[src/rtl/rcd_pkg.sv]
// Constants, field layout and defaults of the receiver command decoder.
// Assumes a single 50 MHz system clock domain.
package rcd_pkg;

    localparam int          RCD_WORD_W      = 16;
    localparam int          RCD_CLK_NS      = 20;
    // Default command words after reset
    localparam logic [15:0] RCD_CFG_RST     = 16'h893A;
    localparam logic [15:0] RCD_FREQ_RST    = 16'hA680;
    localparam logic [15:0] RCD_RX_RST      = 16'hC0C1;
    localparam logic [15:0] RCD_WAKE_RST    = 16'hE196;
    localparam logic [15:0] RCD_DUTY_RST    = 16'hCC0E;
    localparam logic [15:0] RCD_BATT_RST    = 16'hC200;
    // Command code prefixes
    localparam logic [2:0]  RCD_PFX_CFG     = 3'h4;
    localparam logic [3:0]  RCD_PFX_FREQ    = 4'hA;
    localparam logic [2:0]  RCD_PFX_WAKE    = 3'h7;
    localparam logic [7:0]  RCD_PFX_RX      = 8'hC0;
    localparam logic [7:0]  RCD_PFX_DUTY    = 8'hCC;
    localparam logic [7:0]  RCD_PFX_BATT    = 8'hC2;
    // Accepted frequency word range
    localparam logic [11:0] RCD_FREQ_MIN    = 12'h060;
    localparam logic [11:0] RCD_FREQ_MAX    = 12'hF3F;
    // Configuration field positions
    localparam int          RCD_CFG_BAND    = 11;
    localparam int          RCD_CFG_BDE     = 10;
    localparam int          RCD_CFG_WTE     = 9;
    localparam int          RCD_CFG_XKO     = 8;
    localparam int          RCD_CFG_XTAL    = 4;
    localparam int          RCD_CFG_BW      = 1;
    localparam int          RCD_CFG_CKD     = 0;
    // Bit counter reset value
    localparam logic [3:0]  RCD_CNT_RST     = 4'h0;

endpackage

[src/rtl/rcd_decoder.sv]
// Serial command decoder: shifts 16-bit words from the host and updates
// the receiver configuration registers.
// Assumes SCK, SELECT_N and SERIAL_IN come from a host outside the CLK
// domain, with SCK periods well above four CLK periods.
`timescale 1ns/1ps
`default_nettype none

//
// Overview of operation
// - Sample serial_in MSB first on each rising serial clock while select low.
// - Select high clears the shifter; commands come in whole 16-bit words.
// - Every command register loads its default word at reset.
// - Config word holds band, crystal load and bandwidth codes.
// - Battery detector and wake timer run only while enabled.
// - Crystal keep bit holds oscillator on during sleep.
// - Clock disable bit stops the microcontroller clock output.
// - Frequency command carries 12-bit word in bits 11 to 0.
// - Frequency words outside 96..3903 are ignored, old value kept.
// - Synth frequency is 10 MHz * C1 * (C2 + F/4000) per band.
// - Receiver bits 7-6 route the valid data indicator source.
// - Receiver bits 5-4 set LNA gain 0, -14, -6, -20 dB.
// - Receiver bits 3-1 set strength threshold -103 to -61 dBm.
// - Effective threshold equals programmed threshold plus LNA gain.
// - Receiver bit 0 enables receive chain and crystal, and with them the clock output.
// - Crystal off via receiver enable stops clock output at once.
// - Wake period is M times 2^R ms from bits 7-0 and 12-8.
// - Duty-cycle mode uses the wake period as its cycle.
// - Duty bit 0 enables; on fraction (2D+1)/M.
// - Battery threshold is 2.2 V plus T times 0.1 V.
// - Battery word bits 7-5 select microcontroller clock frequency.
// - Interrupt request low on low supply or wake timer expiry.
module rcd_decoder
    import rcd_pkg::*;
(
    input  wire logic        CLK,
    input  wire logic        ARST_N,
    input  wire logic        SCK,
    input  wire logic        SELECT_N,
    input  wire logic        SERIAL_IN,
    input  wire logic        STRENGTH_COMPARE_OUT,
    input  wire logic        QUALITY_DETECTOR_OUT,
    input  wire logic        CLOCK_LOCK,
    input  wire logic        LOW_SUPPLY_DETECTOR,
    input  wire logic        WAKE_TIMEOUT_EVENT,
    input  wire logic        SLEEP,
    input  wire logic        IRQ_CLEAR,
    output logic [1:0]       BAND_SEL,
    output logic [6:0]       SYNTH_C2,
    output logic [1:0]       SYNTH_C1,
    output logic [3:0]       CRYSTAL_LOAD,
    output logic [2:0]       BASEBAND_BW,
    output logic             BATTERY_DETECT_ENABLE,
    output logic             WAKE_TIMER_ENABLE,
    output logic             CRYSTAL_KEEP_ON,
    output logic             CLOCK_OUT_DISABLE,
    output logic             CRYSTAL_RUN,
    output logic             CLOCK_OUT_RUN,
    output logic [11:0]      FREQ_WORD,
    output logic             VALID_DATA_FLAG,
    output logic [1:0]       LNA_GAIN_SEL,
    output logic [2:0]       STRENGTH_THRESH,
    output logic signed [7:0] EFFECTIVE_THRESH_DBM,
    output logic             RECEIVER_ENABLE,
    output logic [4:0]       WAKE_EXP,
    output logic [7:0]       WAKE_MANT,
    output logic             DUTY_ENABLE,
    output logic [6:0]       DUTY_D,
    output logic [4:0]       BATT_THRESH,
    output logic [2:0]       CLOCK_DIV_SEL,
    output logic             INTERRUPT_REQUEST_N
);

    //------------------------------------------------------------
    // State
    //------------------------------------------------------------
    typedef struct packed {
        logic [15:0] shift;
        logic [3:0]  cnt;
        logic        sck_d;
        logic        lsd_d;
        logic        wke_d;
        logic        irq;
        logic [15:0] cfg;
        logic [15:0] freq;
        logic [15:0] rx;
        logic [15:0] wake;
        logic [15:0] duty;
        logic [15:0] batt;
        logic        valid;
    } rcd_state_t;

    rcd_state_t st_r;
    rcd_state_t st_nxt;

    logic [2:0]  pins_s;
    logic        sck_s;
    logic        sel_n_s;
    logic        din_s;
    logic [4:0]  ev_s;
    logic [15:0] word;
    logic        word_done;

    //------------------------------------------------------------
    // Synchronisers
    //------------------------------------------------------------
    rcd_sync #(.W(3)) u_pin_sync (
        .clk    (CLK),
        .arst_n (ARST_N),
        .d      ({SCK, SELECT_N, SERIAL_IN}),
        .q      (pins_s)
    );

    rcd_sync #(.W(5)) u_ev_sync (
        .clk    (CLK),
        .arst_n (ARST_N),
        .d      ({STRENGTH_COMPARE_OUT, QUALITY_DETECTOR_OUT, CLOCK_LOCK,
                  LOW_SUPPLY_DETECTOR, WAKE_TIMEOUT_EVENT}),
        .q      (ev_s)
    );

    assign sck_s   = pins_s[2];
    assign sel_n_s = pins_s[1];
    assign din_s   = pins_s[0];

    //------------------------------------------------------------
    // Next state
    //------------------------------------------------------------
    always_comb begin
        st_nxt       = st_r;
        word         = {st_r.shift[14:0], din_s};
        word_done    = 1'b0;
        st_nxt.sck_d = sck_s;
        st_nxt.lsd_d = ev_s[1];
        st_nxt.wke_d = ev_s[0];

        if (sel_n_s) begin
            st_nxt.cnt   = RCD_CNT_RST;
            st_nxt.shift = '0;
        end else if (sck_s && !st_r.sck_d) begin
            st_nxt.shift = word;
            st_nxt.cnt   = st_r.cnt + 4'h1;
            word_done    = (st_r.cnt == 4'hF);
        end

        if (word_done) begin
            if (word[15:13] == RCD_PFX_CFG) begin
                st_nxt.cfg = word;
            end else if (word[15:12] == RCD_PFX_FREQ) begin
                if (word[11:0] >= RCD_FREQ_MIN &&
                    word[11:0] <= RCD_FREQ_MAX) begin
                    st_nxt.freq = word;
                end
            end else if (word[15:13] == RCD_PFX_WAKE) begin
                st_nxt.wake = word;
            end else if (word[15:8] == RCD_PFX_RX) begin
                st_nxt.rx = word;
            end else if (word[15:8] == RCD_PFX_DUTY) begin
                st_nxt.duty = word;
            end else if (word[15:8] == RCD_PFX_BATT) begin
                st_nxt.batt = word;
            end
        end

        // Valid data indicator source
        case (st_r.rx[7:6])
            2'b00:   st_nxt.valid = ev_s[4];
            2'b01:   st_nxt.valid = ev_s[3];
            2'b10:   st_nxt.valid = ev_s[2];
            default: st_nxt.valid = 1'b1;
        endcase

        // Interrupt on low supply or timer expiry; set wins over clear
        if (IRQ_CLEAR) begin
            st_nxt.irq = 1'b0;
        end
        if ((st_r.cfg[RCD_CFG_BDE] && ev_s[1] && !st_r.lsd_d) ||
            (st_r.cfg[RCD_CFG_WTE] && ev_s[0] && !st_r.wke_d)) begin
            st_nxt.irq = 1'b1;
        end
    end

    //------------------------------------------------------------
    // Registers
    //------------------------------------------------------------
    always_ff @(posedge CLK or negedge ARST_N) begin
        if (!ARST_N) begin
            st_r       <= '0;
            st_r.sck_d <= 1'b1;
            // Match the synchroniser reset level: no false event edge
            st_r.lsd_d <= 1'b1;
            st_r.wke_d <= 1'b1;
            st_r.cfg   <= RCD_CFG_RST;
            st_r.freq  <= RCD_FREQ_RST;
            st_r.rx    <= RCD_RX_RST;
            st_r.wake  <= RCD_WAKE_RST;
            st_r.duty  <= RCD_DUTY_RST;
            st_r.batt  <= RCD_BATT_RST;
            st_r.valid <= 1'b0;
        end else begin
            st_r <= st_nxt;
        end
    end

    //------------------------------------------------------------
    // Decoded fields
    //------------------------------------------------------------
    logic signed [7:0] gain_db;
    logic signed [7:0] thresh_db;

    always_comb begin
        case (st_r.rx[5:4])
            2'b00:   gain_db = 8'sh00;
            2'b01:   gain_db = -8'sd14;
            2'b10:   gain_db = -8'sd6;
            default: gain_db = -8'sd20;
        endcase
        thresh_db = 8'(-8'sd103 + $signed({2'b00, st_r.rx[3:1], 3'b000})
                    - $signed({4'b0000, st_r.rx[3:1], 1'b0}));
    end

    always_comb begin
        case (st_r.cfg[12:11])
            2'b00:   begin SYNTH_C1 = 2'd1; SYNTH_C2 = 7'd31; end
            2'b01:   begin SYNTH_C1 = 2'd1; SYNTH_C2 = 7'd43; end
            2'b10:   begin SYNTH_C1 = 2'd2; SYNTH_C2 = 7'd43; end
            default: begin SYNTH_C1 = 2'd3; SYNTH_C2 = 7'd30; end
        endcase
    end

    assign EFFECTIVE_THRESH_DBM  = thresh_db + gain_db;
    assign BAND_SEL              = st_r.cfg[12:11];
    assign CRYSTAL_LOAD          = st_r.cfg[7:4];
    assign BASEBAND_BW           = st_r.cfg[3:1];
    assign BATTERY_DETECT_ENABLE = st_r.cfg[RCD_CFG_BDE];
    assign WAKE_TIMER_ENABLE     = st_r.cfg[RCD_CFG_WTE];
    assign CRYSTAL_KEEP_ON       = st_r.cfg[RCD_CFG_XKO];
    assign CLOCK_OUT_DISABLE     = st_r.cfg[RCD_CFG_CKD];
    assign RECEIVER_ENABLE       = st_r.rx[0];
    assign CRYSTAL_RUN           = st_r.rx[0] ||
                                   (SLEEP && st_r.cfg[RCD_CFG_XKO]);
    assign CLOCK_OUT_RUN         = CRYSTAL_RUN &&
                                   !st_r.cfg[RCD_CFG_CKD];
    assign FREQ_WORD             = st_r.freq[11:0];
    assign VALID_DATA_FLAG       = st_r.valid;
    assign LNA_GAIN_SEL          = st_r.rx[5:4];
    assign STRENGTH_THRESH       = st_r.rx[3:1];
    assign WAKE_EXP              = st_r.wake[12:8];
    assign WAKE_MANT             = st_r.wake[7:0];
    assign DUTY_ENABLE           = st_r.duty[0];
    assign DUTY_D                = st_r.duty[7:1];
    assign BATT_THRESH           = st_r.batt[4:0];
    assign CLOCK_DIV_SEL         = st_r.batt[7:5];
    assign INTERRUPT_REQUEST_N   = !st_r.irq;

endmodule
`default_nettype wire

[src/rtl/rcd_sync.sv]
// Two-stage synchroniser for the serial pins and the event inputs.
// Assumes asynchronous inputs and the CLK domain of the decoder.
`timescale 1ns/1ps
`default_nettype none
module rcd_sync #(
    parameter int W = 3
) (
    input  wire logic         clk,
    input  wire logic         arst_n,
    input  wire logic [W-1:0] d,
    output var  logic [W-1:0] q
);
    logic [W-1:0] meta_r;

    always_ff @(posedge clk or negedge arst_n) begin
        if (!arst_n) begin
            meta_r <= '1;
            q      <= '1;
        end else begin
            meta_r <= d;
            q      <= meta_r;
        end
    end
endmodule
`default_nettype wire

[config.mk]
export PLATFORM = sky130hd
export DESIGN_NAME = rcd_decoder
export DESIGN_NICKNAME = d
export VERILOG_FILES = /design/src/rtl/rcd_pkg.sv /design/src/rtl/rcd_decoder.sv /design/src/rtl/rcd_sync.sv
export SDC_FILE = /design/constraint.sdc
export NUM_CORES = 1
export LEC_CHECK = 0
export BUFFER_PORTS_ARGS = -buffer_cell sky130_fd_sc_hd__buf_2
export CORE_UTILIZATION = 39
export CTS_BUF_LIST = sky130_fd_sc_hd__clkbuf_4 sky130_fd_sc_hd__clkbuf_8 sky130_fd_sc_hd__clkbuf_16
export DETAILED_ROUTE_END_ITERATION = 8
export GPL_ROUTABILITY_DRIVEN = 0
export PLACE_DENSITY = 0.68
export SLEW_MARGIN = 10
export SYNTH_ARGS = -nofsm -noshare
export SYNTH_HDL_FRONTEND = slang
export SYNTH_SLANG_ARGS = --single-unit
[constraint.sdc]
create_clock -name CLK -period 3.8 [get_ports CLK]
set_clock_uncertainty 0.15 [all_clocks]
set_input_delay 0.19 -clock CLK [delete_from_list [all_inputs] [get_ports CLK]]
set_output_delay 0.19 -clock CLK [all_outputs]
set_load 0.03 [all_outputs]
==> results of run 1 <==
-- layout make-up --
cell class | instances | area, um^2 | share of cell area [%]
well taps | 147 | 184 | 3.44
repair buffers | 104 | 601 | 11.2
clock inverters | 5 | 42.5 | 0.796
multi-input cells | 180 | 1600 | 29.9
clock buffers | 11 | 246 | 4.61
flip-flops and latches | 102 | 2600 | 48.7
inverters | 19 | 71.3 | 1.33
-- critical path, cell delays in order, from the launching register on --
cell     delay, ps
dfrtp_1        430
ha_1           220
or2_2          320
fa_1           450
ha_1           250
fa_1           420
a21o_1         190
a21oi_1        180
xnor2_1        140
buf_2          210
-- cells in the mapped netlist, types with 3 or more instances --
cell	number
nor2_1	8
dfstp_2	39
dfrtp_1	63
fa_1	3
xor2_1	3
ha_1	17
nor2b_1	3
nand2_1	35
mux2_4	18
a21o_1	3
inv_1	19
buf_2	4
xnor2_1	3
buf_4	59
mux2_2	42
a21oi_1	19
clkbuf_1	4
-- cells by family (layout without fill, tap and decap cells) --
kind of cell / Yosys count / after routing / share of synthesized area, %
DFF: 102 / 102 / 54.5
AOI/OAI and AO/OA: 26 / 26 / 3.54
xor gates and xnor gates: 6 / 6 / 1.10
and+or+nand+nor: 62 / 62 / 6.64
adders and majority gates: 20 / 20 / 5.72
buffers and inverters: 91 / 139 / 12.3
other: 2 / 4 / 0.157
muxes: 62 / 62 / 16.1
-- through the flow --
stage	instances	hold WS (ps)	area (um^2)
floorplan	373	-256	4780
global placement	541	145	4940
detailed placement	541	146	4940
CTS	567	208	5330
global route	568	212	5350
finish	568	207	5350
-- power breakdown --
part | leakage (uW) | internal, uW | switching, uW
logic | 0.00131 | 18.7 | 38.4
clock network | 0.000142 | 477 | 407
registers | 0.00128 | 1110 | 11.4
total | 0.00274 | 1600 | 457
-- worst min path at each step --
stage | depth (start not counted) | from | to
after CTS | 0 | u_ev_sync.meta_r[1] | u_ev_sync.q[1]
after floorplan | 0 | ARST_N | BAND_SEL[1]
after global routing | 0 | u_ev_sync.meta_r[1] | u_ev_sync.q[1]
after global placement | 1 | WAKE_TIMEOUT_EVENT | u_ev_sync.meta_r[0]
after detailed placement | 1 | SCK | u_pin_sync.meta_r[2]
final | 0 | u_ev_sync.meta_r[1] | u_ev_sync.q[1]
-- timing repair --
| action | CTS | global route |
|---|---|---|
| endpoints found under the setup margin | 0 | 0 |
| endpoints found under the hold margin | 62 | 0 |
| hold buffers | 10 | 0 |
-- sequential cells by signal, indices dropped and copies added (netlist names), 2 cells and up --
name	count
u_ev_sync.q	5
st_r	25
FREQ_WORD	12
DUTY_D	7
LNA_GAIN_SEL	2
CRYSTAL_LOAD	4
CLOCK_DIV_SEL	3
BASEBAND_BW	3
u_ev_sync.meta_r	5
WAKE_EXP	5
BATT_THRESH	5
u_pin_sync.meta_r	3
STRENGTH_THRESH	3
u_pin_sync.q	3
WAKE_MANT	8
BAND_SEL	2
-- metal layers --
| metal | global-route usage, % | routed length, um | share of wire [%] |
|---|---|---|---|
| met4 | 6.40 | 146 | 1.6 |
| met3 | 2.65 | 291 | 3.3 |
| met2 | 24.0 | 4390 | 49 |
| met5 | 0 | 0 | 0 |
| met1 | 20.0 | 4120 | 46 |
==> results_dict.tcl, run 1 <==
set metrics [dict create \
    grt_pass1_wl_um 14400 \
    drcViolationCount 0 \
    fmax_mhz 287 \
    cts_buffer_depth 2 \
    clk_pin_slew_worst_paths_ps 70 \
    ys_seq_area_share_pct 54.5 \
    crit_arrival_ps 3140 \
    slew_headroom_pct 48.0 \
    fin_crit_sh_pct 91.6 \
    cts-buffers-inserted 9 \
    min_path_type "register to register" \
    crit_start "LNA_GAIN_SEL[1]" \
    synth_area_per_cell_um2 12.9 \
    cts_setup_buffers 0 \
    grt_use_total_pct 15.0 \
    slew_violations 0 \
    worstSetupEndpoint "EFFECTIVE_THRESH_DBM[7]" \
    rsz0062_at_grt "no" \
    worstMarginPinSlew_ps 776 \
    first_iter_violations 120 \
    most-common-layout-cells "87 x buf_2, 63 x dfrtp_1, 42 x mux2_2" \
    cts_max_level 3 \
    netlist.area_leader.share_pct 33.0 \
    p_per_area_nw_per_um2 385 \
    fillers 1122 \
    post-route-min-period_ps 3480 \
    reg2reg_depth 4 \
    antenna_cells 0 \
    critical_path_required_ps 3460 \
    boundaryPins 93 \
    cts_resized 0 \
    grt_pass1_vias 2689 \
    avgRoutedWirePerCell_um 15.8 \
    via_per_inst 4.70 \
    cts.sinks 102 \
    layout_setup_ws_ps 318 \
    rows 40 \
    die_h_um 113 \
    vias 2670 \
    total_power_uw 2060 \
    final_hold_viol_count 0 \
    synth-main-ff-cell "dfrtp_1" \
    dr.pass1.iters 4 \
    die-area_um2 12700 \
    r2r_end "BATT_THRESH[0]" \
    initial_core_util_pct 39.9 \
    critPathLaunchType "register" \
    cts_tree "done" \
    wl_um 8950 \
    io_buffers 88 \
    gr-total-overflow 0 \
    synth_area_leaders "dfrtp_1 33%, dfstp_2 21%, mux2_2 9.9%" \
    drv_cap 0 \
    ys_ff_latch 102 \
    yosysUniqueCellTypes 39 \
    synth_edf_count 0 \
    syn_inst 371 \
    ys_warn_count 0 \
    fin_tns_setup_ps 0 \
    synth_area_um2 4770 \
    ant_nets 0 \
    rr_startpoint "u_pin_sync.q[1]" \
    antenna_found_initial 0 \
    grt_max_degree 88 \
    preCtsSetupSlack_ps 654 \
    fin_util_pct 44.7 \
    ff2ff_setup_slack_ps 1250 \
    setup_viol 0 \
    fp.dieW_um 113 \
    vdd.ir_drop.worst_v 0.000178 \
    fin_nets 448 \
    yosysTopAreaCell "dfrtp_1" \
    leakage_uw 0.00274 \
    cts_root_buf "clkbuf_16" \
    crit_type "register to output pin" \
    layout-drive-gt1-share_pct 51.8 \
    clk_latency_ps 340 \
    area_growth_pct 12.1 \
    postSynth.asyncResetShare_pct 100 \
    path_max_fanout 5 \
    core-area_um2 12000 \
    layout_commonest_cell "buf_2" \
    dp_hpwl_um 5970 \
    status "complete, no violations" \
    end_kind "output pin" \
]
No activity file was read; power rests on OpenSTA's default activity.
==> run 2, diff against run 1 <==
==> constraint.sdc (replaced) <==
create_clock -name CLK -period 3.3 [get_ports CLK]
set_clock_uncertainty 0.15 [all_clocks]
set_input_delay 0.165 -clock CLK [delete_from_list [all_inputs] [get_ports CLK]]
set_output_delay 0.165 -clock CLK [all_outputs]
set_load 0.03 [all_outputs]
==> run 2 against run 1 <==
  * Routed wire length down 0.13%
  * Global-route usage up 0.27 points
  * First-iteration DRC count rose by 1.7%
  * Largest cell class unchanged
  * Non-clock buffer count rose by 4
  * Via count is 0.79% higher
  * Utilization rose by 0.31 points
  * Clock power up 11%
  * Register-to-register slack worse by 530 ps
  * Sequential cell count is the same
  * Sequential power is 15% higher
==> results_dict.tcl, run 2 (same netlist as run 1, synthesis figures left out) <==
set metrics [dict create \
    drcViolationCount 0 \
    critPathLaunchType "register" \
    worst_hold_slack_ps 206 \
    gr-total-overflow 0 \
    via_per_inst 4.70 \
    cts_root_buf "clkbuf_16" \
    io_buffers 88 \
    cts-buffers-inserted 9 \
    drv_cap 0 \
    crit_slowest_cell "fa_1" \
    boundaryPins 93 \
    core-area_um2 12000 \
    crit_arrival_ps 2900 \
    layout_commonest_cell "buf_2" \
    ant_nets 0 \
    antenna_found_initial 0 \
    final_hold_viol_count 0 \
    cpMostUsedCell "ha_2" \
    clk_pin_slew_worst_paths_ps 70 \
    min_path_type "register to register" \
    area_growth_pct 12.9 \
    grt_max_degree 56 \
    wl_um 8930 \
    layout-drive-gt1-share_pct 53.9 \
    avgRoutedWirePerCell_um 15.6 \
    most-common-layout-cells "86 x buf_2, 63 x dfrtp_1, 42 x mux2_2" \
    grt_use_total_pct 15.2 \
    fin_util_pct 45.0 \
    grt_pass1_wl_um 14700 \
    cts_tree "done" \
    p_per_area_nw_per_um2 434 \
    leakage_uw 0.00274 \
    grt_pass1_vias 2819 \
    crit_type "register to output pin" \
    worstMarginPinSlew_ps 850 \
    die_h_um 113 \
    path_max_fanout 3 \
    critPathMaxStageDelay_ps 490 \
    status "complete, no violations" \
    cts_max_level 3 \
    setup_viol 0 \
    total_power_uw 2340 \
    crit_chain "ha_2, or2_4, fa_1, ha_2, fa_2, a21o_1, a21oi_2, xnor2_1, buf_4" \
    vias 2691 \
    dp_hpwl_um 6080 \
    cts_buffer_depth 2 \
    slew_violations 0 \
    fp.dieW_um 113 \
    dr.pass1.iters 4 \
    first_iter_violations 122 \
    largest_register "st_r" \
    initial_core_util_pct 39.9 \
    clk_latency_ps 350 \
    fin_nets 452 \
    end_kind "output pin" \
    critical_path_required_ps 2980 \
    cts.sinks 102 \
    fmax_mhz 311 \
    fin_crit_sh_pct 97.6 \
    largest_reg_flops 25 \
    die-area_um2 12700 \
    rows 40 \
    fin_tns_setup_ps 0 \
    post-route-min-period_ps 3220 \
    antenna_cells 0 \
    slew_headroom_pct 43.0 \
    vdd.ir_drop.worst_v 0.000205 \
]
run 2: cell count changes in the layout (fill, tap and decap cells not counted), moves of 2 or more:
cell,change
buf_4,+5
ha_1,-3
ha_2,+3
inv_1,-2
inv_2,+2
run 2: metrics by stage:
stage	area, um^2	setup slack [ps]	cells
2_1_floorplan	4780	386	373
3_3_place_gp	4960	329	542
3_5_place_dp	4960	244	542
4_1_cts	5360	19.5	570
5_1_grt	5380	-0.0633	572
6_report	5380	80.5	572
run 2: power breakdown:
part	switching, uW	internal [uW]
registers	12.7	1280
clock network	455	530
logic	43.8	20.8
total	512	1830
run 2: worst max-delay path, delay by kind of cell, from the launching register on:
family	cells	cell delay (ps)
AND/OR/NAND/NOR	1	250
AO/OA/AOI/OAI	2	290
flip-flops	1	410
XOR/XNOR	1	130
adder cells (fa/ha/maj)	4	1290
buffers and inverters	1	180
run 2: final timing paths:
path / start / end / slack, ps / depth (start not counted)
worst min-delay path: u_ev_sync.meta_r[1] / u_ev_sync.q[1] / 210 / 0
worst max-delay path: LNA_GAIN_SEL[0] / EFFECTIVE_THRESH_DBM[7] / 80 / 9
max in group asynchronous: ARST_N / BASEBAND_BW[2] / 1980 / 3
worst max register to register: u_pin_sync.q[1] / FREQ_WORD[8] / 720 / 5
worst min register to register: u_ev_sync.meta_r[1] / u_ev_sync.q[1] / 210 / 0
min in group asynchronous: ARST_N / st_r[97] / 270 / 2
run 2: area by class of cell:
class / count / area [um^2]
fillers: 1087 / 6580
clock buffers: 11 / 240
well taps: 147 / 184
multi-input cells: 180 / 1620
flip-flops and latches: 102 / 2600
clock inverters: 5 / 37.5
inverters: 19 / 71.3
repair buffers: 108 / 633
run 2: repair_timing:
item                                   CTS  global route
pin swaps                                0             6
setup endpoints to repair                1             1
hold buffers                            10             0
gates resized for setup                  3             6
endpoints found under the hold margin   42             0
setup buffers                            2             2
run 2: layer usage:
layer  wire [um]  track usage (%)
met1        4000             19.5
met2        4400             24.5
met3         372             4.10
met4         162             6.13
met5           0                0
